===== src/core/sim_pkg.sv =====
// package: register map, field positions, reset values and apb carriers for the supply integrity monitor
package sim_pkg;
    // ========================================================
    // register indices; each register is one aligned word, so the byte address is four times the index
    localparam logic [7:0] CSR_OFS = 8'h3a;
    localparam logic [7:0] THR_OFS = 8'h3e;
    localparam logic [7:0] CSR_ADDR = 8'he8;
    localparam logic [7:0] THR_ADDR = 8'hf8;
    // ========================================================
    // control/status fields
    localparam int CSR_IE_BIT = 0;
    localparam int CSR_WARN_BIT = 1;
    localparam int CSR_LVRF_BIT = 2;
    localparam int CSR_TRIM_LSB = 5;
    // threshold select fields
    localparam int THR_FIELD_LSB = 0;
    localparam int THR_PRESC_LSB = 5;
    // ========================================================
    // reset values
    localparam logic [1:0] TRIM_RST = 2'h3;
    localparam logic [1:0] THR_RST = 2'h3;
    localparam logic [2:0] PRESC_RST = 3'h0;
    localparam logic [7:0] THR_REG_RST = 8'h03;
    // ========================================================
    // threshold codes
    typedef enum logic [1:0] {
        SIM_THR_LOW = 2'b00,
        SIM_THR_MED = 2'b01,
        SIM_THR_HIGH = 2'b10,
        SIM_THR_OFF = 2'b11
    } sim_thr_e;
    // ========================================================
    // apb request carrier
    typedef struct packed {
        logic psel;
        logic penable;
        logic pwrite;
        logic [7:0] paddr;
        logic [31:0] pwdata;
    } sim_apb_req_s;
endpackage


===== src/core/sim_supply_integrity_monitor.sv =====
// supply integrity monitor: undervoltage reset, reset cause flag, supply warning interrupt and apb registers
// ============================================================
// Overview of operation
// - hold static internal reset while undervoltage comparator reports low supply
// - drive external reset pin low while undervoltage reset is active
// - undervoltage reset clears the watchdog reset cause flag
// - detector enabled by option input; threshold level chosen by option input
// - cause flag bit 2 set by undervoltage reset, cleared on software read
// - external and watchdog resets leave the cause flag untouched
// - cause flag undefined when detector disabled by option
// - flag may miss short dropouts or slow external clocks
// - warning flag read only, follows synchronised comparator output live
// - warning interrupt requested on both comparator crossings
// - interrupt reaches cpu only if enabled and global mask clear
// - control/status bit 0 is software read/write interrupt enable
// - pending request cleared when cpu enters the service routine
// - wait mode has no effect; interrupt wakes from wait
// - halt freezes control/status; interrupt cannot wake from halt
// - threshold field 00 low 01 med 10 high 11 off, resets to 11
// - threshold register bits 7:5 hold rc prescaler select, reset zero
// - control/status bits 6:5 hold low oscillator trim bits
module sim_supply_integrity_monitor (
    // clock and reset
    input wire logic mclk_i,
    input wire logic sys_rst_i,
    // apb slave
    input wire logic psel_i,
    input wire logic penable_i,
    input wire logic pwrite_i,
    input wire logic [7:0] paddr_i,
    input wire logic [31:0] pwdata_i,
    output logic [31:0] prdata_o,
    output logic pready_o,
    output logic pslverr_o,
    // analog comparators and option settings
    input wire logic uv_cmp_low_i,
    input wire logic warn_cmp_low_i,
    input wire logic uv_detect_enable_i,
    input wire logic [1:0] uv_level_opt_i,
    // other reset sources
    input wire logic wdg_reset_i,
    input wire logic ext_reset_i,
    // cpu state
    input wire logic cpu_irq_mask_i,
    input wire logic irq_vector_ack_i,
    input wire logic halt_mode_i,
    input wire logic wait_mode_i,
    // outputs
    output logic uv_core_reset_o,
    output logic ext_reset_n_o,
    output logic ext_reset_n_oe_o,
    output logic wdg_flag_clear_o,
    output logic [1:0] uv_level_o,
    output logic [1:0] warn_level_o,
    output logic [2:0] rc_prescaler_o,
    output logic [1:0] osc_trim_low_o,
    output logic warn_irq_o,
    output logic warn_wake_o
);
    // ========================================================
    // apb decode
    sim_pkg::sim_apb_req_s req;
    assign req = '{psel: psel_i, penable: penable_i, pwrite: pwrite_i, paddr: paddr_i, pwdata: pwdata_i};

    function automatic logic hit(input logic [7:0] a, input logic [7:0] ofs);
        hit = (a[7:2] == ofs[7:2]);
    endfunction

    wire access = req.psel & req.penable;
    wire csr_hit = hit(req.paddr, sim_pkg::CSR_ADDR);
    wire thr_hit = hit(req.paddr, sim_pkg::THR_ADDR);
    wire csr_wr = access & req.pwrite & csr_hit;
    wire thr_wr = access & req.pwrite & thr_hit;
    wire csr_rd = access & ~req.pwrite & csr_hit;

    // ========================================================
    // state
    logic uv_rst_reg;
    logic uv_flag_reg;
    logic irq_en_reg;
    logic [1:0] trim_reg;
    logic [1:0] thr_reg;
    logic [2:0] presc_reg;
    logic warn_prev_reg;
    logic pend_reg;
    logic [31:0] prdata_reg;
    logic warn_sync;

    sim_sync u_warn_sync (
        .mclk_i(mclk_i),
        .sys_rst_i(sys_rst_i),
        .async_i(warn_cmp_low_i),
        .sync_o(warn_sync)
    );

    // undervoltage reset only when enabled by option
    wire uv_active = uv_cmp_low_i & uv_detect_enable_i;
    wire csr_frozen = halt_mode_i;
    wire warn_on = (thr_reg != sim_pkg::SIM_THR_OFF);
    wire warn_edge = warn_on & (warn_sync ^ warn_prev_reg);

    wire [7:0] csr_view = {1'b0, trim_reg, 2'b00, uv_flag_reg, warn_sync, irq_en_reg};
    wire [7:0] thr_view = {presc_reg, 3'b000, thr_reg};
    wire [7:0] rd_mux = csr_hit ? csr_view : (thr_hit ? thr_view : 8'h00);

    // ========================================================
    // undervoltage reset and cause flag
    always_ff @(posedge mclk_i or posedge sys_rst_i) begin
        if (sys_rst_i) begin
            uv_rst_reg <= 1'b0;
        end else begin
            uv_rst_reg <= uv_active;
        end
    end

    // disabled detector never sets the flag, so its value carries no meaning
    // short dropouts and slow external clocks are not modelled; flag always set
    // set wins over read clear; other resets do not touch it
    always_ff @(posedge mclk_i or posedge sys_rst_i) begin
        if (sys_rst_i) begin
            uv_flag_reg <= 1'b0;
        end else if (uv_active) begin
            uv_flag_reg <= 1'b1;
        end else if (csr_rd & ~csr_frozen) begin
            uv_flag_reg <= 1'b0;
        end
    end

    // ========================================================
    // software fields; reserved bits ignored on write
    always_ff @(posedge mclk_i or posedge sys_rst_i) begin
        if (sys_rst_i) begin
            irq_en_reg <= 1'b0;
            trim_reg <= sim_pkg::TRIM_RST;
        end else if (csr_wr & ~csr_frozen & ~uv_rst_reg) begin
            irq_en_reg <= req.pwdata[sim_pkg::CSR_IE_BIT];
            trim_reg <= req.pwdata[sim_pkg::CSR_TRIM_LSB +: 2];
        end
    end

    always_ff @(posedge mclk_i or posedge sys_rst_i) begin
        if (sys_rst_i) begin
            thr_reg <= sim_pkg::THR_RST;
            presc_reg <= sim_pkg::PRESC_RST;
        end else if (uv_rst_reg) begin
            // back to off under undervoltage reset
            thr_reg <= sim_pkg::THR_RST;
            presc_reg <= sim_pkg::PRESC_RST;
        end else if (thr_wr) begin
            thr_reg <= req.pwdata[sim_pkg::THR_FIELD_LSB +: 2];
            presc_reg <= req.pwdata[sim_pkg::THR_PRESC_LSB +: 3];
        end
    end

    // ========================================================
    // warning interrupt; pending set wins over acknowledge
    always_ff @(posedge mclk_i or posedge sys_rst_i) begin
        if (sys_rst_i) begin
            warn_prev_reg <= 1'b0;
            pend_reg <= 1'b0;
        end else begin
            warn_prev_reg <= warn_sync;
            if (warn_edge & irq_en_reg) begin
                pend_reg <= 1'b1;
            end else if (irq_vector_ack_i | ~irq_en_reg | uv_rst_reg) begin
                pend_reg <= 1'b0;
            end
        end
    end

    always_ff @(posedge mclk_i or posedge sys_rst_i) begin
        if (sys_rst_i) begin
            prdata_reg <= 32'h0000_0000;
        end else if (access & ~req.pwrite) begin
            prdata_reg <= {24'h00_0000, rd_mux};
        end
    end

    // ========================================================
    // outputs
    assign pready_o = 1'b1;
    assign pslverr_o = access & ~(csr_hit | thr_hit);
    assign prdata_o = (access & ~req.pwrite) ? {24'h00_0000, rd_mux} : prdata_reg;
    assign uv_core_reset_o = uv_rst_reg;
    // external reset pin pulled low, open drain
    assign ext_reset_n_o = 1'b0;
    assign ext_reset_n_oe_o = uv_rst_reg;
    assign wdg_flag_clear_o = uv_rst_reg;
    assign uv_level_o = uv_level_opt_i;
    assign warn_level_o = thr_reg;
    assign rc_prescaler_o = presc_reg;
    assign osc_trim_low_o = trim_reg;
    // gated by enable and global mask
    assign warn_irq_o = pend_reg & irq_en_reg & ~cpu_irq_mask_i;
    // wakes from wait; never from halt
    assign warn_wake_o = pend_reg & wait_mode_i & ~halt_mode_i;

    // ========================================================
    // checks

    // ========================================================
    // reset and pin checks
    // reset follows detector
    uv_reset_follow_a:
        assert property (@(posedge mclk_i) disable iff (sys_rst_i) uv_active |=> uv_core_reset_o)
        else $error("undervoltage reset not asserted");
    uv_release_a:
        assert property (@(posedge mclk_i) disable iff (sys_rst_i) !uv_active |=> !uv_core_reset_o)
        else $error("undervoltage reset not released");
    pin_drive_a:
        assert property (@(posedge mclk_i) disable iff (sys_rst_i) uv_core_reset_o |-> ext_reset_n_oe_o && !ext_reset_n_o)
        else $error("reset pin not driven low");
    pin_idle_a:
        assert property (@(posedge mclk_i) disable iff (sys_rst_i) !uv_core_reset_o |-> !ext_reset_n_oe_o)
        else $error("reset pin driven while idle");
    wdg_clear_a:
        assert property (@(posedge mclk_i) disable iff (sys_rst_i) uv_active |=> wdg_flag_clear_o)
        else $error("watchdog flag not cleared");
    wdg_idle_a:
        assert property (@(posedge mclk_i) disable iff (sys_rst_i) !uv_rst_reg |-> !wdg_flag_clear_o)
        else $error("watchdog flag cleared without cause");
    level_pass_a:
        assert property (@(posedge mclk_i) disable iff (sys_rst_i) uv_level_o == uv_level_opt_i)
        else $error("option level not passed");
    opt_gate_a:
        assert property (@(posedge mclk_i) disable iff (sys_rst_i) !uv_detect_enable_i |=> !uv_core_reset_o)
        else $error("disabled detector caused reset");

    // ========================================================
    // cause flag checks
    // flag set
    flag_set_a:
        assert property (@(posedge mclk_i) disable iff (sys_rst_i) uv_active |=> uv_flag_reg)
        else $error("cause flag not set");
    flag_clear_a:
        assert property (@(posedge mclk_i) disable iff (sys_rst_i)
            csr_rd && !csr_frozen && !uv_active |=> !uv_flag_reg)
        else $error("cause flag not cleared by read");
    flag_rise_a:
        assert property (@(posedge mclk_i) disable iff (sys_rst_i) $rose(uv_flag_reg) |-> $past(uv_active))
        else $error("cause flag set without detector");
    flag_hold_a:
        assert property (@(posedge mclk_i) disable iff (sys_rst_i)
            uv_flag_reg && !csr_rd && (wdg_reset_i || ext_reset_i) |=> uv_flag_reg)
        else $error("cause flag lost on other reset");
    flag_keep_a:
        assert property (@(posedge mclk_i) disable iff (sys_rst_i) uv_flag_reg && !csr_rd |=> uv_flag_reg)
        else $error("cause flag lost before read");
    flag_quiet_a:
        assert property (@(posedge mclk_i) disable iff (sys_rst_i)
            !uv_detect_enable_i && !uv_flag_reg |=> !uv_flag_reg)
        else $error("cause flag set while detector disabled");

    // ========================================================
    // warning and interrupt checks
    // status follows comparator
    warn_live_a:
        assert property (@(posedge mclk_i) disable iff (sys_rst_i) ##2 csr_view[1] == $past(warn_cmp_low_i, 2))
        else $error("warning flag not live");
    edge_pend_a:
        assert property (@(posedge mclk_i) disable iff (sys_rst_i) warn_edge && irq_en_reg |=> pend_reg)
        else $error("crossing did not pend");
    rise_pend_a:
        assert property (@(posedge mclk_i) disable iff (sys_rst_i)
            $rose(warn_sync) && warn_on && irq_en_reg |=> pend_reg)
        else $error("supply drop did not pend");
    fall_pend_a:
        assert property (@(posedge mclk_i) disable iff (sys_rst_i)
            $fell(warn_sync) && warn_on && irq_en_reg |=> pend_reg)
        else $error("supply recovery did not pend");
    irq_gate_a:
        assert property (@(posedge mclk_i) disable iff (sys_rst_i) warn_irq_o |-> irq_en_reg && !cpu_irq_mask_i)
        else $error("interrupt not gated");
    irq_reach_a:
        assert property (@(posedge mclk_i) disable iff (sys_rst_i)
            pend_reg && irq_en_reg && !cpu_irq_mask_i |-> warn_irq_o)
        else $error("enabled interrupt not raised");
    ack_clear_a:
        assert property (@(posedge mclk_i) disable iff (sys_rst_i) irq_vector_ack_i && !warn_edge |=> !pend_reg)
        else $error("pending not cleared at vector entry");
    wait_wake_a:
        assert property (@(posedge mclk_i) disable iff (sys_rst_i)
            pend_reg && wait_mode_i && !halt_mode_i |-> warn_wake_o)
        else $error("no wake from wait");
    halt_wake_a:
        assert property (@(posedge mclk_i) disable iff (sys_rst_i) halt_mode_i |-> !warn_wake_o)
        else $error("woke from halt");

    // ========================================================
    // register field checks
    // enable bit written
    ie_write_a:
        assert property (@(posedge mclk_i) disable iff (sys_rst_i)
            csr_wr && !csr_frozen && !uv_rst_reg |=> irq_en_reg == $past(req.pwdata[sim_pkg::CSR_IE_BIT]))
        else $error("interrupt enable not written");
    halt_freeze_a:
        assert property (@(posedge mclk_i) disable iff (sys_rst_i)
            halt_mode_i && csr_wr |=> $stable(irq_en_reg) && $stable(trim_reg))
        else $error("control/status changed in halt");
    thr_reset_a:
        assert property (@(posedge mclk_i) disable iff (sys_rst_i) $rose(uv_rst_reg) |=> thr_reg == sim_pkg::SIM_THR_OFF)
        else $error("threshold not off");
    off_quiet_a:
        assert property (@(posedge mclk_i) disable iff (sys_rst_i) thr_reg == sim_pkg::SIM_THR_OFF |-> !warn_edge)
        else $error("crossing seen with detector off");
    thr_write_a:
        assert property (@(posedge mclk_i) disable iff (sys_rst_i)
            thr_wr && !uv_rst_reg |=> thr_reg == $past(req.pwdata[sim_pkg::THR_FIELD_LSB +: 2]))
        else $error("threshold field not written");
    presc_write_a:
        assert property (@(posedge mclk_i) disable iff (sys_rst_i)
            thr_wr && !uv_rst_reg |=> presc_reg == $past(req.pwdata[sim_pkg::THR_PRESC_LSB +: 3]))
        else $error("prescaler select not written");
    trim_write_a:
        assert property (@(posedge mclk_i) disable iff (sys_rst_i)
            csr_wr && !csr_frozen && !uv_rst_reg |=> trim_reg == $past(req.pwdata[sim_pkg::CSR_TRIM_LSB +: 2]))
        else $error("trim bits not written");
    // unmapped access flagged
    unmapped_err_a:
        assert property (@(posedge mclk_i) disable iff (sys_rst_i) access && !(csr_hit || thr_hit) |-> pslverr_o)
        else $error("unmapped access not flagged");
endmodule


===== src/core/sim_sync.sv =====
// two-flop synchroniser for an asynchronous level
module sim_sync (
    // clock and reset
    input wire logic mclk_i,
    input wire logic sys_rst_i,
    // level
    input wire logic async_i,
    output logic sync_o
);
    logic meta_reg;
    logic sync_reg;

    // only the second flop is read outside
    always_ff @(posedge mclk_i or posedge sys_rst_i) begin
        if (sys_rst_i) begin
            meta_reg <= 1'b0;
            sync_reg <= 1'b0;
        end else begin
            meta_reg <= async_i;
            sync_reg <= meta_reg;
        end
    end

    assign sync_o = sync_reg;
endmodule


===== config.mk =====
export PLATFORM = sky130hd
export DESIGN_NAME = sim_supply_integrity_monitor
export DESIGN_NICKNAME = d
export VERILOG_FILES = /design/src/core/sim_pkg.sv /design/src/core/sim_supply_integrity_monitor.sv /design/src/core/sim_sync.sv
export SDC_FILE = /design/constraint.sdc
export NUM_CORES = 1
export LEC_CHECK = 0
export BUFFER_PORTS_ARGS = -buffer_cell sky130_fd_sc_hd__buf_2
export CORE_MARGIN = 4
export CORE_UTILIZATION = 40
export CTS_BUF_LIST = sky130_fd_sc_hd__clkbuf_16
export DETAILED_ROUTE_END_ITERATION = 10
export HOLD_SLACK_MARGIN = 0.12
export MAX_ROUTING_LAYER = met4
export PLACE_DENSITY = 0.78
export SETUP_SLACK_MARGIN = 0.3
export SLEW_MARGIN = 20
export SYNTH_ARGS = -nofsm -noshare
export SYNTH_HDL_FRONTEND = slang
export SYNTH_SLANG_ARGS = --single-unit

===== constraint.sdc =====
create_clock -name mclk_i -period 2.4 [get_ports mclk_i]
set_input_delay 0.48 -clock mclk_i [delete_from_list [all_inputs] [get_ports mclk_i]]
set_output_delay 0.48 -clock mclk_i [all_outputs]
set_load 0.05 [all_outputs]

Word level (Yosys, flattened, before mapping)

Index checks and enable logic that the tools add are counted.
W data, S select, Z words.

Logic and storage cells: 55
Bits in registers: 46
Output and inout bits: 49
Bits of input ports: 56

Reductions and logical operators: 3
Mux-type cells: 11
Bitwise gates (word level): 27
Equality and inequality tests: 3

Operator list:

| cell                 | count |
|---|---|
| $mux W32             | 1 |
| $and A1 B1 Y1        | 17 |
| $mux W8              | 2 |
| $eq A6 B6 Y1 const B | 2 |
| $mux W3              | 2 |
| $not A1 Y1           | 6 |
| $reduce_bool A2 Y1   | 3 |
| $mux W1              | 4 |
| $mux W2              | 2 |
| $or A1 B1 Y1         | 3 |
| $ne A2 B2 Y1 const B | 1 |
| $xor A1 B1 Y1        | 1 |

Depth between registers and ports, before layout

Depth in word-level cells: 6
Gate-level depth with buffers: 4
Mapped depth without buffers: 3

Cells and area by module

Synthesis repeated with hierarchy kept, for this count alone.

Cells, all modules: 146
Area, all modules: 1824.2 um2

By module, submodules not included:

| module                       | times used | area an instance (um2) | sequential area each (um2) | cells each |
|---|---|---|---|---|
| sim_supply_integrity_monitor | 1          | 1770.4                 | 1106.1                     | 143 |
| sim_sync                     | 1          | 53.8                   | 50.0                       | 3 |

Worst setup path before layout

No wires, ideal clock.

Kind: input port to output port
Start point: input paddr_i[6]
End point: output prdata_o[0]
Slack: -0.523 ns
Required time: 1.920 ns
Cell stages on the path: 4
Data arrival time: 2.443 ns
Path buffers: 1
Cells stage by stage: nand4_1 or2_2 buf_2 o31ai_1

Cells in the longest elaborated chain, start to end: 4
Elaborated cells between the ends (all ways): 5
Classes of those cells: eq/ne (2); mux (3)

Ends and longest elaborated chain:

| item         | line                                | source |
|---|---|---|
| from (decl)  | sim_supply_integrity_monitor.sv:30  | `input wire logic [7:0] paddr_i,` |
| $eq A6 B6 Y1 | sim_supply_integrity_monitor.sv:66  | `hit = (a[7:2] == ofs[7:2]);` |
| $mux W8      | sim_supply_integrity_monitor.sv:104 | `wire [7:0] rd_mux = csr_hit ? csr_view : (thr_hit ? thr_view : 8'h00);` |
| $mux W8 *    | sim_supply_integrity_monitor.sv:104 |  |
| $mux W32 *   | sim_supply_integrity_monitor.sv:183 | `assign prdata_o = (access & ~req.pwrite) ? {24'h00_0000, rd_mux} : prdata_reg;` |
| to (decl)    | sim_supply_integrity_monitor.sv:32  | `output logic [31:0] prdata_o,` |

Mark *: on every way between the ends. The rest lies on a longest branch, timed or not.

Worst setup path in the final report

Start point: input pwrite_i
End point: output prdata_o[1]

Cells in the longest elaborated chain, start to end: 3

Ends and longest elaborated chain:

| item          | line                                | source |
|---|---|---|
| from (decl)   | sim_supply_integrity_monitor.sv:29  | `input wire logic pwrite_i,` |
| $not A1 Y1    | sim_supply_integrity_monitor.sv:183 |  |
| $and A1 B1 Y1 | sim_supply_integrity_monitor.sv:183 |  |
| $mux W32      | sim_supply_integrity_monitor.sv:183 |  |

No other way between the ends.

==> metrics.md <==
| Metric | Value |
|---|---|
| Outcome | finished clean |
| Ports | 105 |
| Largest net degree at the start of global routing | 47 |
| Max-cap violation count | 0 |
| Largest cells by area after synthesis | dfrtp_1 58%, and2_1 9.3%, dfstp_2 5.8% |
| Clock Sinks | 46 |
| Worst hold path class | in -> reg |
| # rows | 24 |
| FF-to-FF path depth | 3 |
| Post-Synthesis Cells | 145 |
| Port Buffers | 67 |
| Tightest Pin Transition | 0.5731 ns |
| Cell Area, Placed | 2255 sq um |
| Slew headroom | 61.80% |
| Crit-path max FO | 33 |
| Total GRT Usage | 14.58% |
| Main combinational cell family by area after synthesis | simple AND/OR/NAND/NOR gates |
| Syn Area/Cell | 12.56 sq um |
| Hold Fails Final Rpt | 0 |
| Pwr dens | 638.5 nW/um^2 |
| Gpl congestion | 0.7670 |
| Arrival time of the worst setup path | 1.57 ns |
| Post-Synth Simple-Gate Area | 20.07% |
| CP Launch Type | primary input |
| #FFs+latches synth | 46 |
| Met3 WL post-DR | 237 um |
| CTS max path bufs | 2 |
| WHS Path Cells | 1 |
| Worst reg2reg setup slack | 0.72 ns |
| Vias per cell | 4.646 |
| Synth Warn # | 0 |
| Clock-pin slew on the worst setup and hold paths | 0.06 ns |
| EDFF count, synth | 0 |
| Routed WL | 3697 um |
| Routed met1 length | 1566 um |
| Routed WL per cell | 14.06 um |
| Final setup fails | 0 |
| Initial DRC Count | 52 |
| Setup_tns | 0 ns |
| NumNets Final | 266 |
| Initial Utilization | 41.52% |
| Synth-to-Final Area Change | 31.82% |
| Met2 wire length | 1869 um |
| CORE AREA | 4384 sq um |
| Worst R2R Start | ext_reset_n_oe_o |
| Crit path largest cell delay | 0.28 ns |
| Post-Route Skew | 0.003038 ns |
| Initial antenna violation count | 0 |
| Vias in the first global route | 1,294 |
| Synth async-reset ratio | 100.0% |
| Post-synth net total | 201 |
| HPWL Detailed | 2754 um |
| Crit path kind | in -> out |
| Mux contribution to synthesized area | 6.804% |
| CP Capture Type | primary output |
| Seq/Total Area, Yosys | 63.51% |
| TritonCTS buffer count | 5 |
| Final ANT Viol Nets | 0 |
| Pins Over Slew Limit | 0 |
| Hold_ws | 0.3063 ns |
| Clock root buffer | clkbuf_16 |
| RSZ-0062 raised after global routing | true |
| CTS tree | built |
| Via count | 1,222 |
| Top_reg_cell synth | dfrtp_1 |
| RR Endpoint | irq_en_reg |
| Fin area | 2400 sq um |
| CP cell instances | buf_2, nand3b_1, buf_12, o31ai_4, clkbuf_4 |
| Ant diodes | 0 |
| Post-synthesis compound-gate area fraction | 3.711% |
| LEAKAGE | 1.285 nW |
| Worst-case vdd ir drop | 0.3554 mV |
| Final Critical Period | 2.046 ns |
| Max Clock Freq | 488.7 MHz |
| Synth unique cells | 29 |
| Hold path start | warn_cmp_low_i |
| H-tree Lvls | 2 |
| Syn Std Cell Area | 1820 sq um |
| Max reg flops | 32 |
| Clock network latency to the later pin of the worst-skew pair | 0.28 ns |
| XOR/XNOR share of the synthesized area | 0.4811% |
| First-pass GRT wire length | 6016 um |
| 1st-pass router iterations | 4 |
| Die width | 75.46 um |
| Global route total overflow | 0 |
| WHS Endpoint | u_warn_sync.meta_reg |
| Setup bufs post-CTS | 0 |
| Adder-cell share of the synthesized area | 0% |
| Area leader, netlist | dfrtp_1 |
| Final Cycle Share | 85.27% |
| Area share of the largest cell type after synthesis | 57.73% |
| Top sig layer | met4 |
| Die height | 75.46 um |
| DRC viols | 0 |
| Fraction of layout cells with a size suffix above 1 | 44.55% |
| CP Data Required Time | 1.92 ns |
| Die ar. | 5694 sq um |
| Slowest CP cell | clkbuf_4 |
==> final cells by class <==
type                            count  area, sq um
Clock buffer                        5        125.1
Clock inverter                      3        12.51
Fill cell                         392         1984
Inverter                            3        11.26
Multi-Input combinational cell     83        644.4
Sequential cell                    46         1156
Tap cell                           52        65.06
Timing Repair Buffer               71        385.4
==> worst max-delay path, delay by kind of cell <==
kind / cells / cell delay, ns
buffers and inverters: 3 / 0.59
AO/OA/AOI/OAI: 1 / 0.27
AND/OR/NAND/NOR: 1 / 0.22
==> placed cells by master (no fill, tap or decap), types with 4 or more instances in the layout <==
cell type   n
mux2i_1     9
and2_1     27
dfrtp_1    42
nand2_1     8
nor2_1      7
dfstp_2     4
buf_2      64
nand2b_1    6
clkbuf_16   5
o31ai_4     5
==> synth_stat cells (2+ instances only) <==
library cell	instances
nor3_1	2
inv_1	3
nand2b_1	6
mux2_2	3
dfrtp_1	42
nor4_4	2
nor2_1	7
clkbuf_1	5
dfstp_2	4
buf_4	6
and2_1	27
mux2i_1	9
o31ai_1	5
conb_1	2
nand2_1	8
==> power breakdown <==
part	internal [mW]	switching [mW]	total [mW]
logic	0.0344	0.0755	0.110
registers	0.782	0.00604	0.789
clock network	0.376	0.258	0.634
==> worst max-delay path by stage <==
stage | start | endpoint | slack [ns]
2_1_floorplan | paddr_i[3] | prdata_o[0] | 0.20
3_5_place_dp | paddr_i[3] | prdata_o[0] | 0.34
4_1_cts | pwrite_i | prdata_o[1] | 0.31
5_1_grt | pwrite_i | prdata_o[0] | 0.28
3_3_place_gp | pwrite_i | prdata_o[1] | 0.35
6_report | pwrite_i | prdata_o[1] | 0.35
==> what timing repair did <==
item,CTS,global route
setup endpoints to repair,0,3
hold buffers,0,0
gates resized for setup,0,3
==> cells by family after synthesis <==
| logic type | Yosys count |
|---|---|
| other cells | 2 |
| flops | 46 |
| mux | 12 |
| simple gates | 59 |
| xor+xnor | 1 |
| buf+inv | 16 |
| compound gates | 9 |
==> stage by stage <==
| step | setup WS, ns | total power [mW] | utilization [%] | std cells |
|---|---|---|---|---|
| after global routing | 0.2838 | 1.602 | 54.74 | 263 |
| after CTS | 0.3145 | 1.555 | 54.57 | 263 |
| final | 0.3536 | 1.532 | 54.74 | 263 |
| after floorplan | 0.2027 | 0.8871 | - | 145 |
| after detailed placement | 0.3400 | 0.9138 | 51.43 | 255 |
| after global placement | 0.3538 | 0.9116 | 51.43 | 255 |
==> per-layer routing <==
layer	GRT usage [%]	vias up
met5	-	-
met4	4.660	0
met3	3.826	4
met2	23.49	44
met1	17.94	579
li1	-	595
Note: power is estimated with default switching activity, not from simulation.
